**src/htc_pkg.sv**
```systemverilog
package htc_pkg;
    // ****************************************************
    // register map (byte addresses on the bus)
    // ****************************************************
    localparam logic [15:0] ADDR_TFR = 16'hffac;
    localparam logic [15:0] ADDR_STS = 16'hffb0;
    localparam logic [15:0] ADDR_MSK = 16'hffb4;
    localparam logic [15:0] ADDR_OVL = 16'hffb8;
    localparam logic [15:0] ADDR_UNL = 16'hffbc;
    localparam logic [15:0] RST_FLAGS = 16'h0000;
    localparam logic [15:0] RST_OVL = 16'h0000;
    localparam logic [15:0] RST_UNL = 16'hffff;
    // ****************************************************
    // flag positions
    // ****************************************************
    localparam int B_NMI = 15;
    localparam int B_OVF = 14;
    localparam int B_UNF = 13;
    localparam int B_UND = 7;
    localparam int B_MAC = 6;
    localparam int B_PRT = 3;
    localparam int B_ODW = 2;
    localparam int B_ODB = 1;
    localparam int B_BUS = 0;
    localparam logic [15:0] CLS_A = 16'he000;
    localparam logic [15:0] CLS_B = 16'h00cf;
    // ****************************************************
    // vectors and trap numbers
    // ****************************************************
    localparam logic [23:0] VEC_RST = 24'h00_0000;
    localparam logic [23:0] VEC_NMI = 24'h00_0008;
    localparam logic [23:0] VEC_OVF = 24'h00_0010;
    localparam logic [23:0] VEC_UNF = 24'h00_0018;
    localparam logic [23:0] VEC_B = 24'h00_0028;
    localparam logic [7:0] NUM_RST = 8'h00;
    localparam logic [7:0] NUM_NMI = 8'h02;
    localparam logic [7:0] NUM_OVF = 8'h04;
    localparam logic [7:0] NUM_UNF = 8'h06;
    localparam logic [7:0] NUM_B = 8'h0a;

    // detector strobes from the core, one cycle each
    typedef struct packed {
        logic sw_rst;
        logic wdt_ovf;
        logic sp_dec;
        logic sp_inc;
        logic [15:0] sp;
        logic undef_op;
        logic mac_trap;
        logic prot_fmt;
        logic odd_word;
        logic odd_branch;
        logic ext_no_bus;
    } htc_det_t;

    // trap entry presented to the core sequencer
    typedef struct packed {
        logic enter;
        logic [23:0] vector;
        logic [7:0] number;
        logic [15:0] push_psw;
        logic [23:0] push_ip;
    } htc_entry_t;

    // whole state of the controller
    typedef struct packed {
        logic [15:0] flags;
        logic [15:0] sts;
        logic [15:0] msk;
        logic [15:0] ovl;
        logic [15:0] unl;
        logic in_a;
        logic in_b;
        logic nmi_s0;
        logic nmi_s1;
        logic nmi_d;
        htc_entry_t ent;
        logic [31:0] prdata;
    } htc_state_t;
endpackage : htc_pkg

```
**src/htc_trap_ctrl.sv**
```systemverilog
// Operation
// - all resets vector zero, top priority
// - class A: nmi, overflow, underflow vectors
// - class B shares one vector, number 0Ah
// - each hardware trap sets its flag
// - fixed flag bit positions, others zero
// - flags sticky; still set means re-request
// - software flag set traps like hardware
// - class A preempts running class B
// - nmi before overflow before underflow
// - simultaneous class B enter vector once
// - class B during A only recorded
// - A plus B: B re-pushes popped address
// - stack limits and nmi falling edge
// - odd branch, odd word, missing bus
// - protection fault and undefined opcode
// - software traps, any vector, no flags
// - class A service not interruptible by class A or B
//
// The APB slave port was decided locally.
`timescale 1ns/1ns
module htc_trap_ctrl (
    // apb slave
    input wire logic pclk,
    input wire logic presetn,
    input wire logic psel,
    input wire logic penable,
    input wire logic pwrite,
    input wire logic [15:0] paddr,
    input wire logic [31:0] pwdata,
    output logic [31:0] prdata,
    output logic pready,
    output logic pslverr,
    // trap detectors and pin
    input wire htc_pkg::htc_det_t det,
    input wire logic nmi_n,
    // core sequencer
    input wire logic core_ready,
    input wire logic [15:0] cur_psw,
    input wire logic [23:0] cur_ip,
    input wire logic return_from_interrupt,
    input wire logic [15:0] pop_psw,
    input wire logic [23:0] pop_ip,
    input wire logic sw_trap,
    input wire logic [6:0] sw_trap_num,
    output htc_pkg::htc_entry_t entry,
    output logic hw_service,
    // interrupt
    output logic irq
);
    import htc_pkg::*;

    htc_state_t s;
    htc_state_t next_s;

    // ****************************************************
    // bus decode
    // ****************************************************
    function automatic logic hit(input logic [15:0] a);
        hit = (a == ADDR_TFR) || (a == ADDR_STS) ||
              (a == ADDR_MSK) || (a == ADDR_OVL) ||
              (a == ADDR_UNL);
    endfunction : hit

    logic wr_acc;
    logic rd_setup;
    logic tfr_wr;
    logic [15:0] hw_set;
    logic rst_ev;
    logic take;
    logic a_go;
    logic b_go;
    logic lv_a;
    logic lv_b;

    // zero wait states; read data is latched in the setup cycle
    assign pready = 1'b1;
    assign pslverr = psel && penable && !hit(paddr);
    assign wr_acc = psel && penable && pwrite && hit(paddr);
    assign rd_setup = psel && !penable && !pwrite;
    assign tfr_wr = wr_acc && (paddr == ADDR_TFR);
    assign prdata = s.prdata;
    assign entry = s.ent;
    assign hw_service = s.in_a || s.in_b;
    assign irq = |(s.sts & s.msk);

    // ****************************************************
    // detection
    // ****************************************************
    always_comb begin
        hw_set = 16'h0000;
        hw_set[B_NMI] = s.nmi_d && !s.nmi_s1;
        hw_set[B_OVF] = det.sp_dec && (det.sp < s.ovl);
        hw_set[B_UNF] = det.sp_inc && (det.sp > s.unl);
        hw_set[B_ODB] = det.odd_branch;
        hw_set[B_ODW] = det.odd_word;
        hw_set[B_BUS] = det.ext_no_bus;
        hw_set[B_PRT] = det.prot_fmt;
        hw_set[B_UND] = det.undef_op;
        hw_set[B_MAC] = det.mac_trap;
    end

    // ****************************************************
    // arbitration and next state
    // ****************************************************
    assign rst_ev = det.sw_rst || det.wdt_ovf;
    // a return opens an entry slot for the pending trap
    assign take = core_ready || return_from_interrupt;
    // levels as they stand after a return this cycle
    assign lv_a = s.in_a && !return_from_interrupt;
    assign lv_b = s.in_b && !(return_from_interrupt && !s.in_a);
    // class A ignores a running class B
    assign a_go = take && !rst_ev && !lv_a && |(s.flags & CLS_A);
    // class B waits for class A to finish
    assign b_go = take && !rst_ev && !a_go && !lv_a && !lv_b &&
                  |(s.flags & CLS_B);

    always_comb begin
        next_s = s;
        next_s.ent.enter = 1'b0;
        // second flop reads only the first
        next_s.nmi_s0 = nmi_n;
        next_s.nmi_s1 = s.nmi_s0;
        next_s.nmi_d = s.nmi_s1;
        if (tfr_wr) begin
            next_s.flags = pwdata[15:0] & (CLS_A | CLS_B);
        end
        // detection wins over a clearing write
        next_s.flags = next_s.flags | hw_set;
        // sticky status, write one to clear, set wins
        if (wr_acc && paddr == ADDR_STS) begin
            next_s.sts = s.sts & ~pwdata[15:0];
        end
        next_s.sts = next_s.sts | hw_set;
        if (wr_acc && paddr == ADDR_MSK) begin
            next_s.msk = pwdata[15:0] & (CLS_A | CLS_B);
        end
        if (wr_acc && paddr == ADDR_OVL) begin
            next_s.ovl = pwdata[15:0];
        end
        if (wr_acc && paddr == ADDR_UNL) begin
            next_s.unl = pwdata[15:0];
        end
        if (rd_setup) begin
            case (paddr)
                ADDR_TFR: next_s.prdata = {16'h0000, s.flags};
                ADDR_STS: next_s.prdata = {16'h0000, s.sts};
                ADDR_MSK: next_s.prdata = {16'h0000, s.msk};
                ADDR_OVL: next_s.prdata = {16'h0000, s.ovl};
                ADDR_UNL: next_s.prdata = {16'h0000, s.unl};
                default: next_s.prdata = 32'h0000_0000;
            endcase
        end
        next_s.in_a = lv_a;
        next_s.in_b = lv_b;
        // stack the status word and return address
        // after a return the popped values re-push
        next_s.ent.push_psw = return_from_interrupt ? pop_psw : cur_psw;
        next_s.ent.push_ip = return_from_interrupt ? pop_ip : cur_ip;
        if (rst_ev) begin
            next_s.ent.enter = 1'b1;
            next_s.ent.vector = VEC_RST;
            next_s.ent.number = NUM_RST;
            next_s.in_a = 1'b0;
            next_s.in_b = 1'b0;
        end else if (a_go) begin
            next_s.ent.enter = 1'b1;
            next_s.in_a = 1'b1;
            if (s.flags[B_NMI]) begin
                next_s.ent.vector = VEC_NMI;
                next_s.ent.number = NUM_NMI;
            end else if (s.flags[B_OVF]) begin
                next_s.ent.vector = VEC_OVF;
                next_s.ent.number = NUM_OVF;
            end else begin
                next_s.ent.vector = VEC_UNF;
                next_s.ent.number = NUM_UNF;
            end
        end else if (b_go) begin
            // one shared vector for class B
            next_s.ent.enter = 1'b1;
            next_s.in_b = 1'b1;
            next_s.ent.vector = VEC_B;
            next_s.ent.number = NUM_B;
        end else if (take && sw_trap) begin
            // software trap: no flag, no level change
            next_s.ent.enter = 1'b1;
            next_s.ent.vector = {15'h0000, sw_trap_num, 2'b00};
            next_s.ent.number = {1'b0, sw_trap_num};
        end
    end

    // ****************************************************
    // state register
    // ****************************************************
    always_ff @(posedge pclk or negedge presetn) begin
        if (!presetn) begin
            s <= '0;
            s.flags <= RST_FLAGS;
            s.ovl <= RST_OVL;
            s.unl <= RST_UNL;
            // pin idles high, avoids a false edge
            s.nmi_s0 <= 1'b1;
            s.nmi_s1 <= 1'b1;
            s.nmi_d <= 1'b1;
        end else begin
            s <= next_s;
        end
    end
endmodule : htc_trap_ctrl

```
**config.mk**
```make
export PLATFORM = sky130hd
export DESIGN_NAME = htc_trap_ctrl
export DESIGN_NICKNAME = d
export VERILOG_FILES = /design/src/htc_pkg.sv /design/src/htc_trap_ctrl.sv
export SDC_FILE = /design/constraint.sdc
export NUM_CORES = 1
export LEC_CHECK = 0
export BUFFER_PORTS_ARGS = -buffer_cell sky130_fd_sc_hd__buf_4
export CELL_PAD_IN_SITES_DETAIL_PLACEMENT = 1
export CELL_PAD_IN_SITES_GLOBAL_PLACEMENT = 2
export CORE_MARGIN = 2
export CORE_UTILIZATION = 30
export CTS_CLUSTER_DIAMETER = 120
export CTS_CLUSTER_SIZE = 20
export DETAILED_ROUTE_END_ITERATION = 6
export GPL_TIMING_DRIVEN = 0
export HOLD_SLACK_MARGIN = 0.12
export MAX_ROUTING_LAYER = met4
export PLACE_DENSITY = 0.78
export SLEW_MARGIN = 20
export SYNTH_ARGS = -nofsm -noshare
export SYNTH_HDL_FRONTEND = slang
export SYNTH_SLANG_ARGS = --single-unit
```
**constraint.sdc**
```tcl
create_clock -name pclk -period 2.8 [get_ports pclk]
set_input_delay 0.42 -clock pclk [delete_from_list [all_inputs] [get_ports pclk]]
set_output_delay 0.42 -clock pclk [all_outputs]
set_load 0.01 [all_outputs]
```
## After elaboration in Yosys (flattened, before gate mapping)

Index checks and enable logic that the tools add are counted.

- Bits in registers: 183
- Bits of input ports: 170
- Word-level logic and storage cells: 90

- Order comparisons: 2
- Equal/unequal tests: 5
- Mux-type cells: 15
- Bitwise operators: 5
- Reductions and logical operators: 47

Operator list:

| operator | count |
|---|---|
| $mux W33 | 4 |
| $eq A16 B16 Y1 const B | 5 |
| $pmux W16 S5 | 1 |
| $mux W16 | 3 |
| $and A16 B16 Y16 | 2 |
| $or A16 B16 Y16 | 2 |
| $logic_and A1 B1 Y1 | 25 |
| $mux W24 | 1 |
| $gt A16 B16 Y1 | 1 |
| $lt A16 B16 Y1 | 1 |
| $not A16 Y16 | 1 |
| $reduce_or A16 Y1 | 1 |
| $mux W13 | 1 |
| $mux W12 | 1 |
| $logic_not A1 Y1 | 11 |
| $logic_or A1 B1 Y1 | 7 |
| $reduce_or A6 Y1 | 1 |
| $reduce_bool A4 Y1 | 1 |
| $mux W1 | 3 |
| $reduce_or A3 Y1 | 1 |
| $mux W2 | 1 |

## Logic depth before layout (Yosys ltp)

- Word-level depth: 13
- Gate-level depth with buffers: 8
- Depth with buffers taken out: 8

## Worst setup path before layout

Ideal clock, no wire load.

- Path type: input port to flip-flop
- From: input port paddr[1]
- To: register s[131] (netlist bit)
- Arrival time: 1963 ps
- Path slack: 709 ps
- Stages: 8
- Cells stage by stage: or3_4 -> nor4_4 -> nand2_2 -> nor2_2 -> and3b_1 -> buf_4 -> buf_8 -> mux2_1

- Word-level cells in the longest chain between the ends: 7
- Elaborated cells between the ends (all ways): 11
- Those cells by class: 5 x eq/ne; 6 x reduce/logical

RTL lines:

| item | RTL line | source |
|---|---|---|
| start: declaration | htc_trap_ctrl.sv:29 | `input wire logic [15:0] paddr,` |
| $eq A16 B16 Y1 | htc_trap_ctrl.sv:60 | `hit = (a == ADDR_TFR) \|\| (a == ADDR_STS) \|\|` |
| $logic_or A1 B1 Y1 (2 in a row) | htc_trap_ctrl.sv:60 |  |
| $logic_or A1 B1 Y1 (2 in a row) | htc_trap_ctrl.sv:61 | `(a == ADDR_MSK) \|\| (a == ADDR_OVL) \|\|` |
| $logic_and A1 B1 Y1 | htc_trap_ctrl.sv:79 | `assign wr_acc = psel && penable && pwrite && hit(paddr);` |
| $logic_and A1 B1 Y1 * | htc_trap_ctrl.sv:138 | `if (wr_acc && paddr == ADDR_OVL) begin` |
| end signal: assignment | htc_trap_ctrl.sv:207 | `s <= next_s;` |
| end: declaration | htc_trap_ctrl.sv:53 | `htc_state_t s;` |

Mark *: on every way between the ends. The rest lies on a longest branch, timed or not.
A chain may end at the register's enable or synchronous reset.

## Final worst setup path

- From: input port paddr[10]
- To: output port pslverr

- Word-level cells in the longest chain between the ends: 7
- Elaborated cells between the ends (all ways): 11
- Those cells by class: 5 x eq/ne; 6 x reduce/logical

RTL lines:

| item | RTL line | source |
|---|---|---|
| $eq A16 B16 Y1 | htc_trap_ctrl.sv:60 |  |
| $logic_or A1 B1 Y1 (2 in a row) | htc_trap_ctrl.sv:60 |  |
| $logic_or A1 B1 Y1 | htc_trap_ctrl.sv:61 |  |
| $logic_or A1 B1 Y1 * | htc_trap_ctrl.sv:61 |  |
| $logic_not A1 Y1 * | htc_trap_ctrl.sv:78 | `assign pslverr = psel && penable && !hit(paddr);` |
| $logic_and A1 B1 Y1 * | htc_trap_ctrl.sv:78 |  |
| end: declaration | htc_trap_ctrl.sv:33 | `output logic pslverr,` |

Marked as above.

==> summary.txt <==
endpoints failing hold -> 0
root buf cell -> clkbuf_16
post-synthesis area per instance -> 10.5 um2
share of the cycle needed by the critical path after routing -> 86.0%
CP max stage delay -> 530 ps
Final Total Pwr -> 4.96 mW
row cnt -> 57
drt initial violations -> 237
Max Freq -> 415 MHz
Worst Max-Slew Pin Slew -> 727 ps
# resized after CTS -> 0
time the final worst path needs with I/O delays and setup -> 2410 ps
max capacitance violation total -> 0
final layout net count -> 1182
worst path arrival time -> 1990 ps
most used flip-flop cell after synthesis -> dfrtp_1
kind of critical path -> input pin to output pin
Ant. Diodes -> 0
largest cells by area after synthesis -> dfrtp_1 (40%), buf_4 (11%), mux2_2 (8.4%)
Post-Syn Area -> 7330 um2
maximum fanout along the worst path -> 10
biggest area consumer among synthesized cells -> dfrtp_1
Min Hold Slack -> 180 ps
result of the run -> finished clean
Port-buffer cells -> 226
number of ports placed on the die boundary -> 279
most repeated cell in the gate-level netlist after synthesis -> dfrtp_1
non-filler instance count after layout -> 1318
first element of the critical path -> paddr[10]
Pwr per Cell Area -> 486 nW/um2
largest buffer count on any clock path -> 2
number of global-route vias before repair -> 6138
number of different library cells in the post-synthesis netlist -> 51
Filler cells -> 2734
Die Footprint -> 25700 um2
via total after detailed routing -> 5825
leakage -> 5.02 nW
# placed instances -> 1284
Critical Path, Cell by Cell -> buf_4 > nand4_1 > nor4_1 > nand2_1 > nor3_2 > nor2_1 > buf_4
minimum setup slack among reg-to-reg paths -> 500 ps
type of element capturing the critical path -> output pin
post-synthesis to final-layout area growth -> 39.2%
number of stages on the worst hold path -> 2
first-pass GRT wire length -> 35700 um
effective utilization at floorplan -> 30.3%
chip width -> 160 um
Post-Place Worst Slack -> 181 ps
clock buffers created by TritonCTS -> 17
Most Frequent Cell on Critical Path -> buf_4
TritonCTS clock tree -> yes
top cells by count, synth -> dfrtp_1 (116), buf_4 (108), nand2_1 (77)
number of detailed-route iterations in the first pass -> 4
class of the tightest hold or removal check -> input pin to flop
sum of net half-perimeters after detailed placement -> 17900 um
number of vias per cell -> 4.42
worst path bufs/invs -> 2
global-route congestion overflow total -> 0
Sequential Area -> 3400 um2
logic depth of the worst register-to-register path -> 7
Worst IR Drop VDD -> 0.348 mV
share of final-layout standard cells stronger than drive strength 1 -> 46.1%
total wirelength of the detailed-routed design -> 23000 um
unrepaired setup endpoints after global routing -> false
number of enable-type register cells in the synthesized netlist -> 0
Clock Sinks -> 135
crit start category -> input pin
remaining number of nets flagged by the antenna check after routing -> 0
weighted congestion at the end of routability-driven global placement -> 0.786
fraction of the yosys area taken by sequential cells -> 46.4%
Setup-failing EPs final -> 0
number of antenna violations at the first check in global routing -> 0
post-synthesis cell count -> 700
worst clock skew -> 11.7 ps
worst-skew pair later-pin latency -> 430 ps
post-detailed-route wirelength per cell -> 17.4 um
end point of the most critical hold path -> s[165]$_DFF_PN0_
Setup Total Neg Slack -> 0 ps
source of the worst hold timing path -> det[5]
total number of H-tree levels -> 4
max_slew headroom -> 51.5%
core occupancy in the finished layout -> 42.2%
start of the worst register-to-register path -> s[125]$_DFFE_PN1P_
combined global-route utilization of all metal layers -> 18.9%
multi-input combinational cell area -> 3010 um2
number of warning messages in the yosys log -> 0
reg-to-reg endpoint -> s[187]$_DFF_PN0_
FFs w/ async S/R, synth -> 100%
clock slew at reported path FFs -> 60 ps
max-slew violation count -> 0
flop and latch count out of synthesis -> 135
data required time of the critical path -> 2380 ps
postcts setup bufs -> 0
post-layout worst setup margin -> 392 ps
hold_buf cts -> 2
final routed DRC violation total -> 0
cell with the largest stage delay on the worst path -> nor3_2
placed cell areas -> 9590 um2
largest delay contributor family on the critical path -> simple AND/OR/NAND/NOR gates
Die Height -> 160 um
Finished Cell Area -> 10200 um2
top cell type's share of synthesized area -> 39.6%
Core Region -> 24200 um2
maximum number of pins on one net before global-route repair -> 92
[routing by layer]
metal / share of wire (%) / global-route usage (%) / wire, um
met4: 0.92 / 4.91 / 212
met2: 51 / 31.2 / 11700
met5: 0 / - / 0
met1: 44 / 23.8 / 10200
met3: 3.9 / 3.64 / 891
[layout by cell type, fill, tap and decap left out, types with 3 or more instances in the layout]
cell,n
buf_4,333
ha_1,31
nor2_1,33
a21oi_1,45
nand2_1,77
nand2b_1,4
buf_2,5
a221oi_1,4
a211o_1,7
inv_1,37
nor2b_1,8
a21o_1,11
a21boi_0,7
dfrtp_1,116
nand4_1,5
mux2_2,55
mux2_1,11
o21ai_1,3
nor3_2,3
o21ai_0,19
conb_1,35
clkbuf_16,17
o31ai_1,7
dfstp_2,19
nand3_1,10
mux2i_1,18
o211ai_1,11
clkinvlp_4,4
clkbuf_1,15
nor4_1,3
[registers in the layout, indices dropped and copies added, names as in the netlist]
signal,cells
prdata,16
s,69
next_s,2
entry,48
[cell type report]
| class | instances | share of cell area [%] |
|---|---|---|
| sequential | 135 | 33.4 |
| multi-input combinational | 433 | 29.5 |
| timing repair buffer | 229 | 17.2 |
| buffer | 128 | 8.86 |
| clock buffer | 19 | 4.34 |
| tap | 324 | 3.97 |
| clock inverter | 13 | 1.44 |
| inverter | 37 | 1.36 |
[where the power goes]
| part | switching (mW) | internal, mW | leakage, nW |
|---|---|---|---|
| combinational | 0.297 | 0.380 | 3.10 |
| sequential | 0.0163 | 2.00 | 1.64 |
| clock | 0.917 | 1.34 | 0.278 |
[worst max-delay path by stage]
stage,to,slack [ps],cells past startpoint
global route,pslverr,100,7
CTS,pslverr,380,7
global placement,s[123]$_DFFE_PN1P_,210,8
finish,pslverr,390,7
floorplan,s[131]$_DFFE_PN0P_,710,8
detailed placement,s[123]$_DFFE_PN1P_,180,8
[kinds of logic after synthesis]
group,Yosys count,share of synthesized area [%]
compound gates,126,11.0
fa+ha+maj,31,5.29
buf+inv,165,14.2
flops,135,46.4
mux,84,12.6
other cells,2,0.102
simple gates,157,10.4
Note: power is estimated with default switching activity, not from simulation.
